`config.mk`:
```
export PLATFORM = sky130hd
export DESIGN_NAME = embedded_clock_serializer
export DESIGN_NICKNAME = d
export VERILOG_FILES = /design/src/serializer_pkg.sv /design/src/symbol_framer.sv /design/src/embedded_clock_serializer.sv
export SDC_FILE = /design/constraint.sdc
export NUM_CORES = 1
export LEC_CHECK = 0
export BUFFER_PORTS_ARGS = -buffer_cell sky130_fd_sc_hd__buf_2
export CAP_MARGIN = 20
export CORE_MARGIN = 1
export CORE_UTILIZATION = 40
export CTS_CLUSTER_DIAMETER = 40
export DETAILED_ROUTE_END_ITERATION = 10
export GPL_TIMING_DRIVEN = 0
export HOLD_SLACK_MARGIN = 0.1
export PLACE_DENSITY = 0.57
export SLEW_MARGIN = 25
export SYNTH_ARGS = -nofsm -noshare
export SYNTH_HDL_FRONTEND = slang
export SYNTH_SLANG_ARGS = --single-unit
```
`constraint.sdc`:
```
create_clock -name clock -period 2.55 [get_ports clock]
set_input_delay 0.255 -clock clock [delete_from_list [all_inputs] [get_ports clock]]
set_output_delay 0.255 -clock clock [all_outputs]
set_load 0.1 [all_outputs]
```
`src/serializer_pkg.sv`:
```
// constants, states and carrier types of the embedded clock serializer
package serializer_pkg;

  // ----------------------------------------
  // symbol layout
  // ----------------------------------------
  localparam int WORD_BITS = 10;
  localparam int SYMBOL_BITS = 12;
  localparam int CLOCK_HIGH_POS = 11;
  localparam int CLOCK_LOW_POS = 0;
  localparam int DATA_LSB_POS = 1;
  localparam logic [11:0] SYNC_SYMBOL = 12'hfc0;
  localparam logic [11:0] SYMBOL_RESET = 12'h000;

  // ----------------------------------------
  // timing
  // ----------------------------------------
  localparam int SYS_CLOCK_PERIOD_PS = 10000;
  localparam int TRANSMIT_CLOCK_MIN_PERIOD_PS = 25000;
  localparam int TRANSMIT_CLOCK_MAX_PERIOD_PS = 62500;
  localparam int LOCK_MIN_PERIODS = 510;
  localparam int LOCK_MAX_PERIODS = 2049;
  localparam int LOCK_DEFAULT_PERIODS = 1024;
  localparam int SYNC_MIN_SYMBOLS = 1024;
  localparam int LINE_RATE_MAX_MBPS = 400;
  // a clock is called halted after two of its longest periods without a rising edge
  localparam int HALT_TIMEOUT_PS = 2 * TRANSMIT_CLOCK_MAX_PERIOD_PS;
  localparam int HALT_TIMEOUT_CYCLES =
    (HALT_TIMEOUT_PS + SYS_CLOCK_PERIOD_PS - 1) / SYS_CLOCK_PERIOD_PS;

  // ----------------------------------------
  // pin synchroniser layout
  // ----------------------------------------
  localparam int PIN_COUNT = 16;
  localparam logic [15:0] PIN_RESET = 16'h0000;

  // ----------------------------------------
  // types
  // ----------------------------------------
  typedef enum logic [1:0] {
    ST_SLEEP = 2'b00,
    ST_LOCKING = 2'b01,
    ST_RUN = 2'b11
  } link_state_t;

  typedef struct packed {
    logic [11:0] symbol;
    logic strobe;
  } line_symbol_t;

endpackage

```
`src/symbol_framer.sv`:
```
// builds one 12-bit line symbol from a data word or the sync pattern
module symbol_framer #(
  parameter int WORD_BITS = serializer_pkg::WORD_BITS
) (
  // source
  input wire logic [WORD_BITS-1:0] word,
  input wire logic sendSync,
  // framed symbol
  output logic [serializer_pkg::SYMBOL_BITS-1:0] symbol
);

  if (WORD_BITS + 2 != serializer_pkg::SYMBOL_BITS) begin : g_bad_width
    $error("word width must leave exactly two clock bits in a symbol");
  end

  logic [serializer_pkg::SYMBOL_BITS-1:0] dataSymbol;

  // ----------------------------------------
  // framing
  // ----------------------------------------
  // clock bits framing
  assign dataSymbol = {1'b1, word, 1'b0};
  assign symbol = sendSync ? serializer_pkg::SYNC_SYMBOL : dataSymbol;

endmodule // symbol_framer

```
`src/embedded_clock_serializer.sv`:
```
// embedded clock serializer: capture, lock, sync and symbol framing
// Function
// - each transmit clock cycle frames one 10-bit word into a 12-bit symbol
// - lock takes 510 to 2049 transmit periods before any symbol goes out
// - either sync request high sends sync patterns instead of data
// - lock comes from sync patterns or receiver random-data locking
// - clock before power or a halted clock needs no special sequence
// - sleep input low by default keeps the device asleep and floating
// - line carries up to 400 Mbps at the top clock rate
// - word captured on rising edge when select high, else falling edge
// - drive enable low or sleep low floats the line; sleep stops lock
// - any sync request yields at least SYNC_SYMBOLS sync symbols (1024 by default), longer if held
module embedded_clock_serializer #(
  parameter int LOCK_PERIODS = serializer_pkg::LOCK_DEFAULT_PERIODS,
  parameter int SYNC_SYMBOLS = serializer_pkg::SYNC_MIN_SYMBOLS
) (
  // system
  input wire logic clock,
  input wire logic resetn,
  input wire logic clockEnable,
  // parallel side pins
  input wire logic transmitClock,
  input wire logic strobeEdgeSelect,
  input wire logic [serializer_pkg::WORD_BITS-1:0] dataWord,
  input wire logic syncRequestA,
  input wire logic syncRequestB,
  input wire logic sleepN,
  input wire logic lineDriveEnable,
  // line side
  output serializer_pkg::line_symbol_t lineOut,
  output logic lineOutputEnable,
  // status
  output logic pllLocked,
  output logic syncActive
);

  if (LOCK_PERIODS < serializer_pkg::LOCK_MIN_PERIODS ||
      LOCK_PERIODS > serializer_pkg::LOCK_MAX_PERIODS) begin : g_bad_lock
    $error("lock period count outside the allowed window");
  end
  if (SYNC_SYMBOLS < 2 || SYNC_SYMBOLS > 2047) begin : g_bad_sync
    $error("sync symbol count does not fit its counter");
  end

  // ----------------------------------------
  // reset release
  // ----------------------------------------
  logic rstMeta;
  logic rstn;
  always_ff @(posedge clock or negedge resetn) begin
    if (!resetn) begin
      rstMeta <= 1'b0;
      rstn <= 1'b0;
    end else begin
      rstMeta <= 1'b1;
      rstn <= rstMeta;
    end
  end

  // ----------------------------------------
  // pin synchronisers
  // ----------------------------------------
  // the data word is sampled through the same two stages as the clock, so it
  // keeps its alignment with the detected edge; it must be steady for 2 cycles
  logic [serializer_pkg::PIN_COUNT-1:0] pinRaw;
  logic [serializer_pkg::PIN_COUNT-1:0] pinMeta;
  logic [serializer_pkg::PIN_COUNT-1:0] pinSync;
  assign pinRaw = {dataWord, transmitClock, strobeEdgeSelect, syncRequestA,
                   syncRequestB, sleepN, lineDriveEnable};

  for (genvar i = 0; i < serializer_pkg::PIN_COUNT; i++) begin : g_sync
    always_ff @(posedge clock or negedge rstn) begin
      if (!rstn) begin
        pinMeta[i] <= serializer_pkg::PIN_RESET[i];
        pinSync[i] <= serializer_pkg::PIN_RESET[i];
      end else if (clockEnable) begin
        pinMeta[i] <= pinRaw[i];
        pinSync[i] <= pinMeta[i];
      end
    end
  end

  wire [serializer_pkg::WORD_BITS-1:0] wordSync = pinSync[15:6];
  wire tclkSync = pinSync[5];
  wire edgeSelSync = pinSync[4];
  wire syncAny = pinSync[3] | pinSync[2];
  wire awake = pinSync[1];
  wire driveSync = pinSync[0];

  // ----------------------------------------
  // transmit clock edges
  // ----------------------------------------
  logic tclkPrev;
  always_ff @(posedge clock or negedge rstn) begin
    if (!rstn) begin
      tclkPrev <= 1'b0;
    end else if (clockEnable) begin
      tclkPrev <= tclkSync;
    end
  end
  wire tclkRise = tclkSync & ~tclkPrev;
  wire tclkFall = ~tclkSync & tclkPrev;
  wire captureEdge = edgeSelSync ? tclkRise : tclkFall;

  // ----------------------------------------
  // halted clock watch
  // ----------------------------------------
  logic [7:0] haltCount;
  wire halted = haltCount >= 8'(serializer_pkg::HALT_TIMEOUT_CYCLES);
  wire [7:0] next_haltCount = tclkRise ? 8'h00 : (halted ? haltCount : haltCount + 8'h01);
  always_ff @(posedge clock or negedge rstn) begin
    if (!rstn) begin
      haltCount <= 8'(serializer_pkg::HALT_TIMEOUT_CYCLES);
    end else if (clockEnable) begin
      haltCount <= next_haltCount;
    end
  end

  // ----------------------------------------
  // lock state machine
  // ----------------------------------------
  serializer_pkg::link_state_t state;
  serializer_pkg::link_state_t next_state;
  logic [11:0] lockCount;
  logic [11:0] next_lockCount;
  wire lockDone = tclkRise && lockCount == 12'(LOCK_PERIODS - 1);

  always_comb begin
    next_state = state;
    next_lockCount = lockCount;
    case (state)
      serializer_pkg::ST_SLEEP: begin
        next_lockCount = 12'h000;
        if (awake) begin
          next_state = serializer_pkg::ST_LOCKING;
        end
      end
      serializer_pkg::ST_LOCKING: begin
        if (!awake) begin
          next_state = serializer_pkg::ST_SLEEP;
        // restart count on halt; the rise that ends a halt already counts
        end else if (halted && !tclkRise) begin
          next_lockCount = 12'h000;
        end else if (lockDone) begin
          next_state = serializer_pkg::ST_RUN;
        end else if (tclkRise) begin
          next_lockCount = lockCount + 12'h001;
        end
      end
      serializer_pkg::ST_RUN: begin
        next_lockCount = 12'h000;
        if (!awake) begin
          next_state = serializer_pkg::ST_SLEEP;
        end else if (halted) begin
          next_state = serializer_pkg::ST_LOCKING;
        end
      end
      default: begin
        next_state = serializer_pkg::ST_SLEEP;
        next_lockCount = 12'h000;
      end
    endcase
  end

  always_ff @(posedge clock or negedge rstn) begin
    if (!rstn) begin
      state <= serializer_pkg::ST_SLEEP;
      lockCount <= 12'h000;
    end else if (clockEnable) begin
      state <= next_state;
      lockCount <= next_lockCount;
    end
  end

  // ----------------------------------------
  // sync pattern count
  // ----------------------------------------
  logic [10:0] syncLeft;
  logic [10:0] next_syncLeft;
  wire running = state == serializer_pkg::ST_RUN;
  wire emit = running && captureEdge;
  // sync patterns let the far end lock
  wire sendSync = syncAny || syncLeft != 11'h000;

  always_comb begin
    next_syncLeft = syncLeft;
    if (emit) begin
      if (syncAny) begin
        next_syncLeft = 11'(SYNC_SYMBOLS - 1);
      end else if (syncLeft != 11'h000) begin
        next_syncLeft = syncLeft - 11'h001;
      end
    end else if (syncAny) begin
      next_syncLeft = 11'(SYNC_SYMBOLS);
    end
  end

  always_ff @(posedge clock or negedge rstn) begin
    if (!rstn) begin
      syncLeft <= 11'h000;
    end else if (clockEnable) begin
      syncLeft <= next_syncLeft;
    end
  end

  // ----------------------------------------
  // symbol output
  // ----------------------------------------
  logic [serializer_pkg::SYMBOL_BITS-1:0] framed;
  symbol_framer #(
    .WORD_BITS(serializer_pkg::WORD_BITS)
  ) u_framer (
    .word(wordSync),
    .sendSync(sendSync),
    .symbol(framed)
  );

  // ten payload bits per transmit period set the line rate
  always_ff @(posedge clock or negedge rstn) begin
    if (!rstn) begin
      lineOut.symbol <= serializer_pkg::SYMBOL_RESET;
      lineOut.strobe <= 1'b0;
    end else if (clockEnable) begin
      lineOut.symbol <= emit ? framed : lineOut.symbol;
      lineOut.strobe <= emit;
    end
  end

  always_ff @(posedge clock or negedge rstn) begin
    if (!rstn) begin
      lineOutputEnable <= 1'b0;
      pllLocked <= 1'b0;
      syncActive <= 1'b0;
    end else if (clockEnable) begin
      lineOutputEnable <= running && driveSync && awake;
      pllLocked <= running;
      syncActive <= running && sendSync;
    end
  end
endmodule // embedded_clock_serializer

```
# --- Word-level counts from Yosys, hierarchy flattened ---
# Cells that the tools add are included.
# W data, S select, Z words.
word_totals:
  register_bits: 84
  inputBits: 19
  output_inout_bits: 16
  word_cells: 101
classes:
  n_reduce_logical: 17
  mux: 20
  n_addsub: 3
  bitwise_logic: 5
  n_eq_ne: 11
  n_lt_le_gt_ge: 1
ops:
  columns: ["cell", "n"]
  rows:
  - ["$mux W12", 5]
  - ["$mux W11", 5]
  - ["$mux W8", 2]
  - ["$ne A3 B3 Y1 const B", 5]
  - ["$add A12 B1 Y12 const B", 1]
  - ["$eq A12 B10 Y1 const B", 1]
  - ["$mux W2", 6]
  - ["$reduce_bool A11 Y1", 1]
  - ["$sub A11 B1 Y11 const B", 1]
  - ["$add A8 B1 Y8 const B", 1]
  - ["$ge A8 B4 Y1 const B", 1]
  - ["$logic_and A1 B1 Y1", 6]
  - ["$ne A2 B2 Y1 const B", 3]
  - ["$pmux W2 S3", 1]
  - ["$reduce_and A5 Y1", 1]
  - ["$reduce_and A2 Y1", 2]
  - ["$reduce_and A4 Y1", 1]
  - ["$reduce_bool A2 Y1", 2]
  - ["$reduce_and A3 Y1", 1]
  - ["$and A1 B1 Y1", 2]
  - ["$eq A2 B1 Y1 const B", 1]
  - ["$eq A2 B2 Y1 const B", 1]
  - ["$logic_not A2 Y1", 1]
  - ["$not A1 Y1", 2]
  - ["other kinds (4)", 4]

# --- Depth between registers and ports, before layout ---
logic_depth:
  depth_word: 7
  mapped_depth: 8
  ltp_nobuf: 7

# --- Modules after synthesis ---
# Synthesis repeated with hierarchy kept, for this count alone.
hier_totals:
  cells_unflattened: 329
  hier_area_um2: 3854.9
modules_own_cells:
  columns: ["module", "seq_area_each_um2", "area_each_um2", "instances", "cells_each"]
  rows:
  - ["embedded_clock_serializer", 2105.8, 3769.9, 1, 315]
  - ["symbol_framer", 0.0, 85.1, 1, 14]

# --- Worst setup path after synthesis ---
# No wires, ideal clock.
synth_path:
  kind: "register to register"
  start: "register haltCount[0]"
  end: "register lockCount[6]"
  n_path_buf: 1
  setup_slack_ns: 0.544
  required_ns: 2.418
  t_arrival_ns: 1.874
  stages_incl_launch_ff: 9
  setup_time_ns: 0.132
  synth_period_minus_slack_ns: 2.006
  cell_sequence: "dfstp_2 > inv_1 > ha_1 > nor2b_1 > o21ai_1 > o21ai_1 > a31oi_1 > buf_6 > a31oi_1"
synth_between:
  elab_chain_cells: 5
  word_cells_on_any_way: 8
  classes_between: "order compare (1); eq/ne (2); mux (3); reduce/logical (2)"
synth_lines:
  columns: ["element", "line_no", "rtl"]
  rows:
  - ["from (decl)", "embedded_clock_serializer.sv:108", "logic [7:0] haltCount;"]
  - ["from (signal assigned)", "embedded_clock_serializer.sv:113", "haltCount <= 8'(serializer_pkg::HALT_TIMEOUT_CYCLES);"]
  - ["from (signal assigned)", "embedded_clock_serializer.sv:115", "haltCount <= next_haltCount;"]
  - ["$ge A8 B4 Y1 *", "embedded_clock_serializer.sv:109", "wire halted = haltCount >= 8'(serializer_pkg::HALT_TIMEOUT_CYCLES);"]
  - ["$logic_and A1 B1 Y1 *", "embedded_clock_serializer.sv:142", "end else if (halted && !tclkRise) begin"]
  - ["$mux W12", "embedded_clock_serializer.sv:142", null]
  - ["$mux W12", "embedded_clock_serializer.sv:139", "if (!awake) begin"]
  - ["$mux W12", "embedded_clock_serializer.sv:131", "case (state)"]
  - ["to (signal assigned)", "embedded_clock_serializer.sv:171", "lockCount <= next_lockCount;"]
  - ["to (decl)", "embedded_clock_serializer.sv:124", "logic [11:0] lockCount;"]
# Every way passes the cells marked *; elsewhere a longest branch is shown, timed or not. The select of a mux whose other input is x is not followed.
# A chain may end at the register's enable or synchronous reset.

# --- Worst setup path in the final report ---
layout_path:
  start: "register haltCount[0]"
  end: "register lockCount[7]"
# Same word-level chain as after synthesis.

==> impl_metrics.sql <==
INSERT INTO impl_metrics (metric_group, metric, value, unit) VALUES
('outcome', 'run_status', 'complete, no violations', ''),
('die', 'y_dimension_of_the_die', '98.2', 'um'),
('clock_tree', 'tritoncts', 'done', ''),
('synthesis', 'ys_top_cells_by_area', 'dfrtp_1 54%, mux2_2 9.4%, a31oi_1 3.2%, a21oi_1 2.3%, o21ai_0 2.3%', ''),
('clock_tree', 'cts_max_level', '3', ''),
('place', 'cell_count_after_placement', '469', ''),
('power', 'power.switching', '819', 'uW'),
('critical_path', 'critPathArrivalTime', '2.53', 'ns'),
('synthesis', 'synth-async-reset-ratio', '100', '%'),
('global_route', 'global_route.overflow_total', '0', ''),
('sta', 'hold_viol', '0', ''),
('clock_tree', 'cts.repair_timing.setup_buffer_count', '0', ''),
('final_layout', 'insertedDiodeCount', '0', ''),
('hold_path', 'min_path_type', 'primary input to flop', ''),
('critical_path', 'regToRegStartpoint', 'haltCount[0]$_DFFE_PN1P_', ''),
('critical_path', 'largest_stage_delay_on_the_critical_path', '0.56', 'ns'),
('global_route', 'grt_util_met1', '23.0', '%'),
('critical_path', 'critPathCaptureType', 'flop', ''),
('power', 'clockPowerShare', '32.4', '%'),
('clock_tree', 'cts.reportedPaths.clkPinSlew', '0.09', 'ns'),
('sta', 'relSlewSlack', '56.2', '%'),
('critical_path', 'required', '2.79', 'ns'),
('die', 'dieArea', '0.00964', 'mm2'),
('critical_path', 'critical_path_class', 'flop to flop', ''),
('sta', 'period_minus_slack', '2.29', 'ns'),
('final_layout', 'utilization', '48.4', '%'),
('synthesis', 'yosysTopAreaCellShare', '54.1', '%'),
('synthesis', 'synth_sequential_area_ratio', '56.2', '%'),
('detailed_routing', 'dr.first_iter.drc_count', '126', ''),
('critical_path', 'critPathSlowestCell', 'dfstp_2', ''),
('global_route', 'grt_pass1_vias', '2689', ''),
('synthesis', 'synth_cells', '327', ''),
('power', 'power.switching_fraction', '29.3', '%'),
('critical_path', 'buffers_and_inverters_on_the_worst_path', '2', ''),
('die', 'pin_count', '35', ''),
('die', 'die_width', '98.2', 'um'),
('final_layout', 'multi_input_area', '0.00148', 'mm2'),
('final_layout', 'final-instance-count-excl-fill', '492', ''),
('clock_tree', 'root_buffer', 'clkbuf_8', ''),
('sta', 'finalSetupViolations', '0', ''),
('sta', 'timing.final.max_slew_violations', '0', ''),
('critical_path', 'critPathMaxFanout', '10', ''),
('critical_path', 'worst_setup_path_startpoint', 'haltCount[0]$_DFFE_PN1P_', ''),
('synthesis', 'synth.cell_area', '0.00370', 'mm2'),
('die', 'initial_core_util', '41.8', '%'),
('synthesis', 'synth_flop_cell', 'dfrtp_1', ''),
('place', 'preCtsSetupSlack', '0.265', 'ns'),
('job', 'maxCapViolations', '0', ''),
('final_layout', 'number_of_filler_cells_placed_in_the_layout', '832', ''),
('power', 'irDropWorstVdd', '0.322', 'mV'),
('sta', 'finalCritPeriodShare', '89.8', '%'),
('power', 'pwr_cell_area', '652', 'mW/mm2'),
('power', 'power.share.combinational', '13.0', '%'),
('synthesis', 'synth_area_per_cell', '11.3', 'um2'),
('sta', 'clock-skew-final', '0.00731', 'ns'),
('final_layout', 'area_growth_syn_to_layout', '15.9', '%'),
('place', 'numPortBuffers', '33', ''),
('synthesis', 'ys_types', '50', ''),
('sta', 'actual_transition_at_the_worst_max_transition_pin', '0.652', 'ns'),
('detailed_routing', 'post_drt_wl_per_cell', '14.9', 'um'),
('detailed_routing', 'drcViolationCount', '0', ''),
('power', 'internal_power', '1970', 'uW'),
('die', 'rows', '34', ''),
('global_route', 'grt_use_total', '16.9', '%'),
('clock_tree', 'clock_path_buffers', '2', ''),
('detailed_routing', 'vias_per_cell', '5.37', ''),
('clock_tree', 'worst_skew_pair_latency', '0.36', 'ns'),
('sta', 'fmaxAchievable', '437', 'MHz'),
('die', 'placeableCoreArea', '0.00885', 'mm2'),
('sta', 'setup_slack', '0.261', 'ns'),
('final_layout', 'fin_nets', '404', '');
-- metrics by stage --
stage | cell area (um2) | TNS [ns] | power, uW
after floorplan | 3700 | 0 | 1800
after global placement | 4000 | -74.72 | 1890
after detailed placement | 4030 | 0 | 1910
after CTS | 4280 | 0 | 2850
after global routing | 4290 | 0 | 2960
final | 4290 | 0 | 2790
-- layer usage --
layer | share of wire, % | vias to the layer above
met5 | 0 | -
met4 | 0.97 | 0
met3 | 5.1 | 8
met2 | 45 | 51
met1 | 49 | 1282
li1 | - | 1303
-- worst reg2reg max path, stage by stage (launching register included) --
cell and delay, ns:
dfstp_2 0.56, inv_1 0.06, ha_1 0.19, nor2b_1 0.13, o21ai_1 0.45, o21ai_1 0.10
a31oi_1 0.37, buf_6 0.21, a31oi_1 0.09
-- power by group through the flow --
stage / registers, uW / clock network (uW) / logic [uW]
global route: 1550 / 994 / 416
detailed placement: 1550 / 0 / 360
floorplan: 1530 / 0 / 270
CTS: 1530 / 951 / 368
finish: 1530 / 905 / 362
global placement: 1560 / 0 / 329
-- registers in the layout, summed over array words and instances, names as in the netlist --
signal            flops
pinMeta              16
syncLeft             11
state                 2
lineOutputEnable      1
rstMeta               1
lockCount            12
rstn                  1
haltCount             8
pllLocked             1
driveSync             1
pinSync              12
awake                 1
tclkSync              1
tclkPrev              1
edgeSelSync           1
syncActive            1
lineOut              12
-- worst min path at each step --
stage	slack, ns	cells past startpoint	start	end
after floorplan	-0.04	0	resetn	rstMeta$_DFF_PN0_
after global placement	0.04	1	resetn	rstMeta$_DFF_PN0_
after detailed placement	0.04	1	resetn	rstMeta$_DFF_PN0_
after CTS	0.10	2	dataWord[6]	pinMeta[12]$_DFFE_PN0P_
after global routing	0.11	2	syncRequestA	pinMeta[3]$_DFFE_PN0P_
final	0.12	2	dataWord[3]	pinMeta[9]$_DFFE_PN0P_
-- layout make-up --
class | count | area share [%]
flip-flops and latches | 83 | 48.6
multi-input cells | 212 | 34.5
repair buffers | 41 | 6.13
well taps | 108 | 3.15
clock buffers | 9 | 2.89
inverters | 20 | 1.75
plain buffers | 12 | 1.55
clock inverters | 7 | 1.43
-- Yosys cell counts, drive strengths merged (2+ instances only) --
library cell  number
a21oi             18
o2bb2ai            4
o22ai              2
or3b               2
a41oi              4
a21o               3
dfstp              3
dfrtp             80
a31oi             19
buf                6
ha                 6
nor4               3
nand2             22
and4               2
a211oi             2
clkbuf             6
inv               20
nand4              3
nor2              17
mux2i              2
xnor2              2
conb               2
mux2              31
o21ai             19
nor2b              2
and3               3
nor3               5
nand3              7
o22a               6
a22o               7
nand2b             6
-- logic make-up (layout without fill, tap and decap cells) --
logic type	Yosys count	in the layout	synth area share (%)
AOI/OAI and AO/OA	91	91	16.5
xor gates and xnor gates	2	2	0.474
adders and majority gates	6	6	2.03
buffers and inverters	32	89	3.82
DFF	83	83	56.2
muxes	33	33	9.98
other	2	2	0.203
and+or+nand+nor	78	78	10.7
Note: power is estimated with default switching activity, not from simulation.
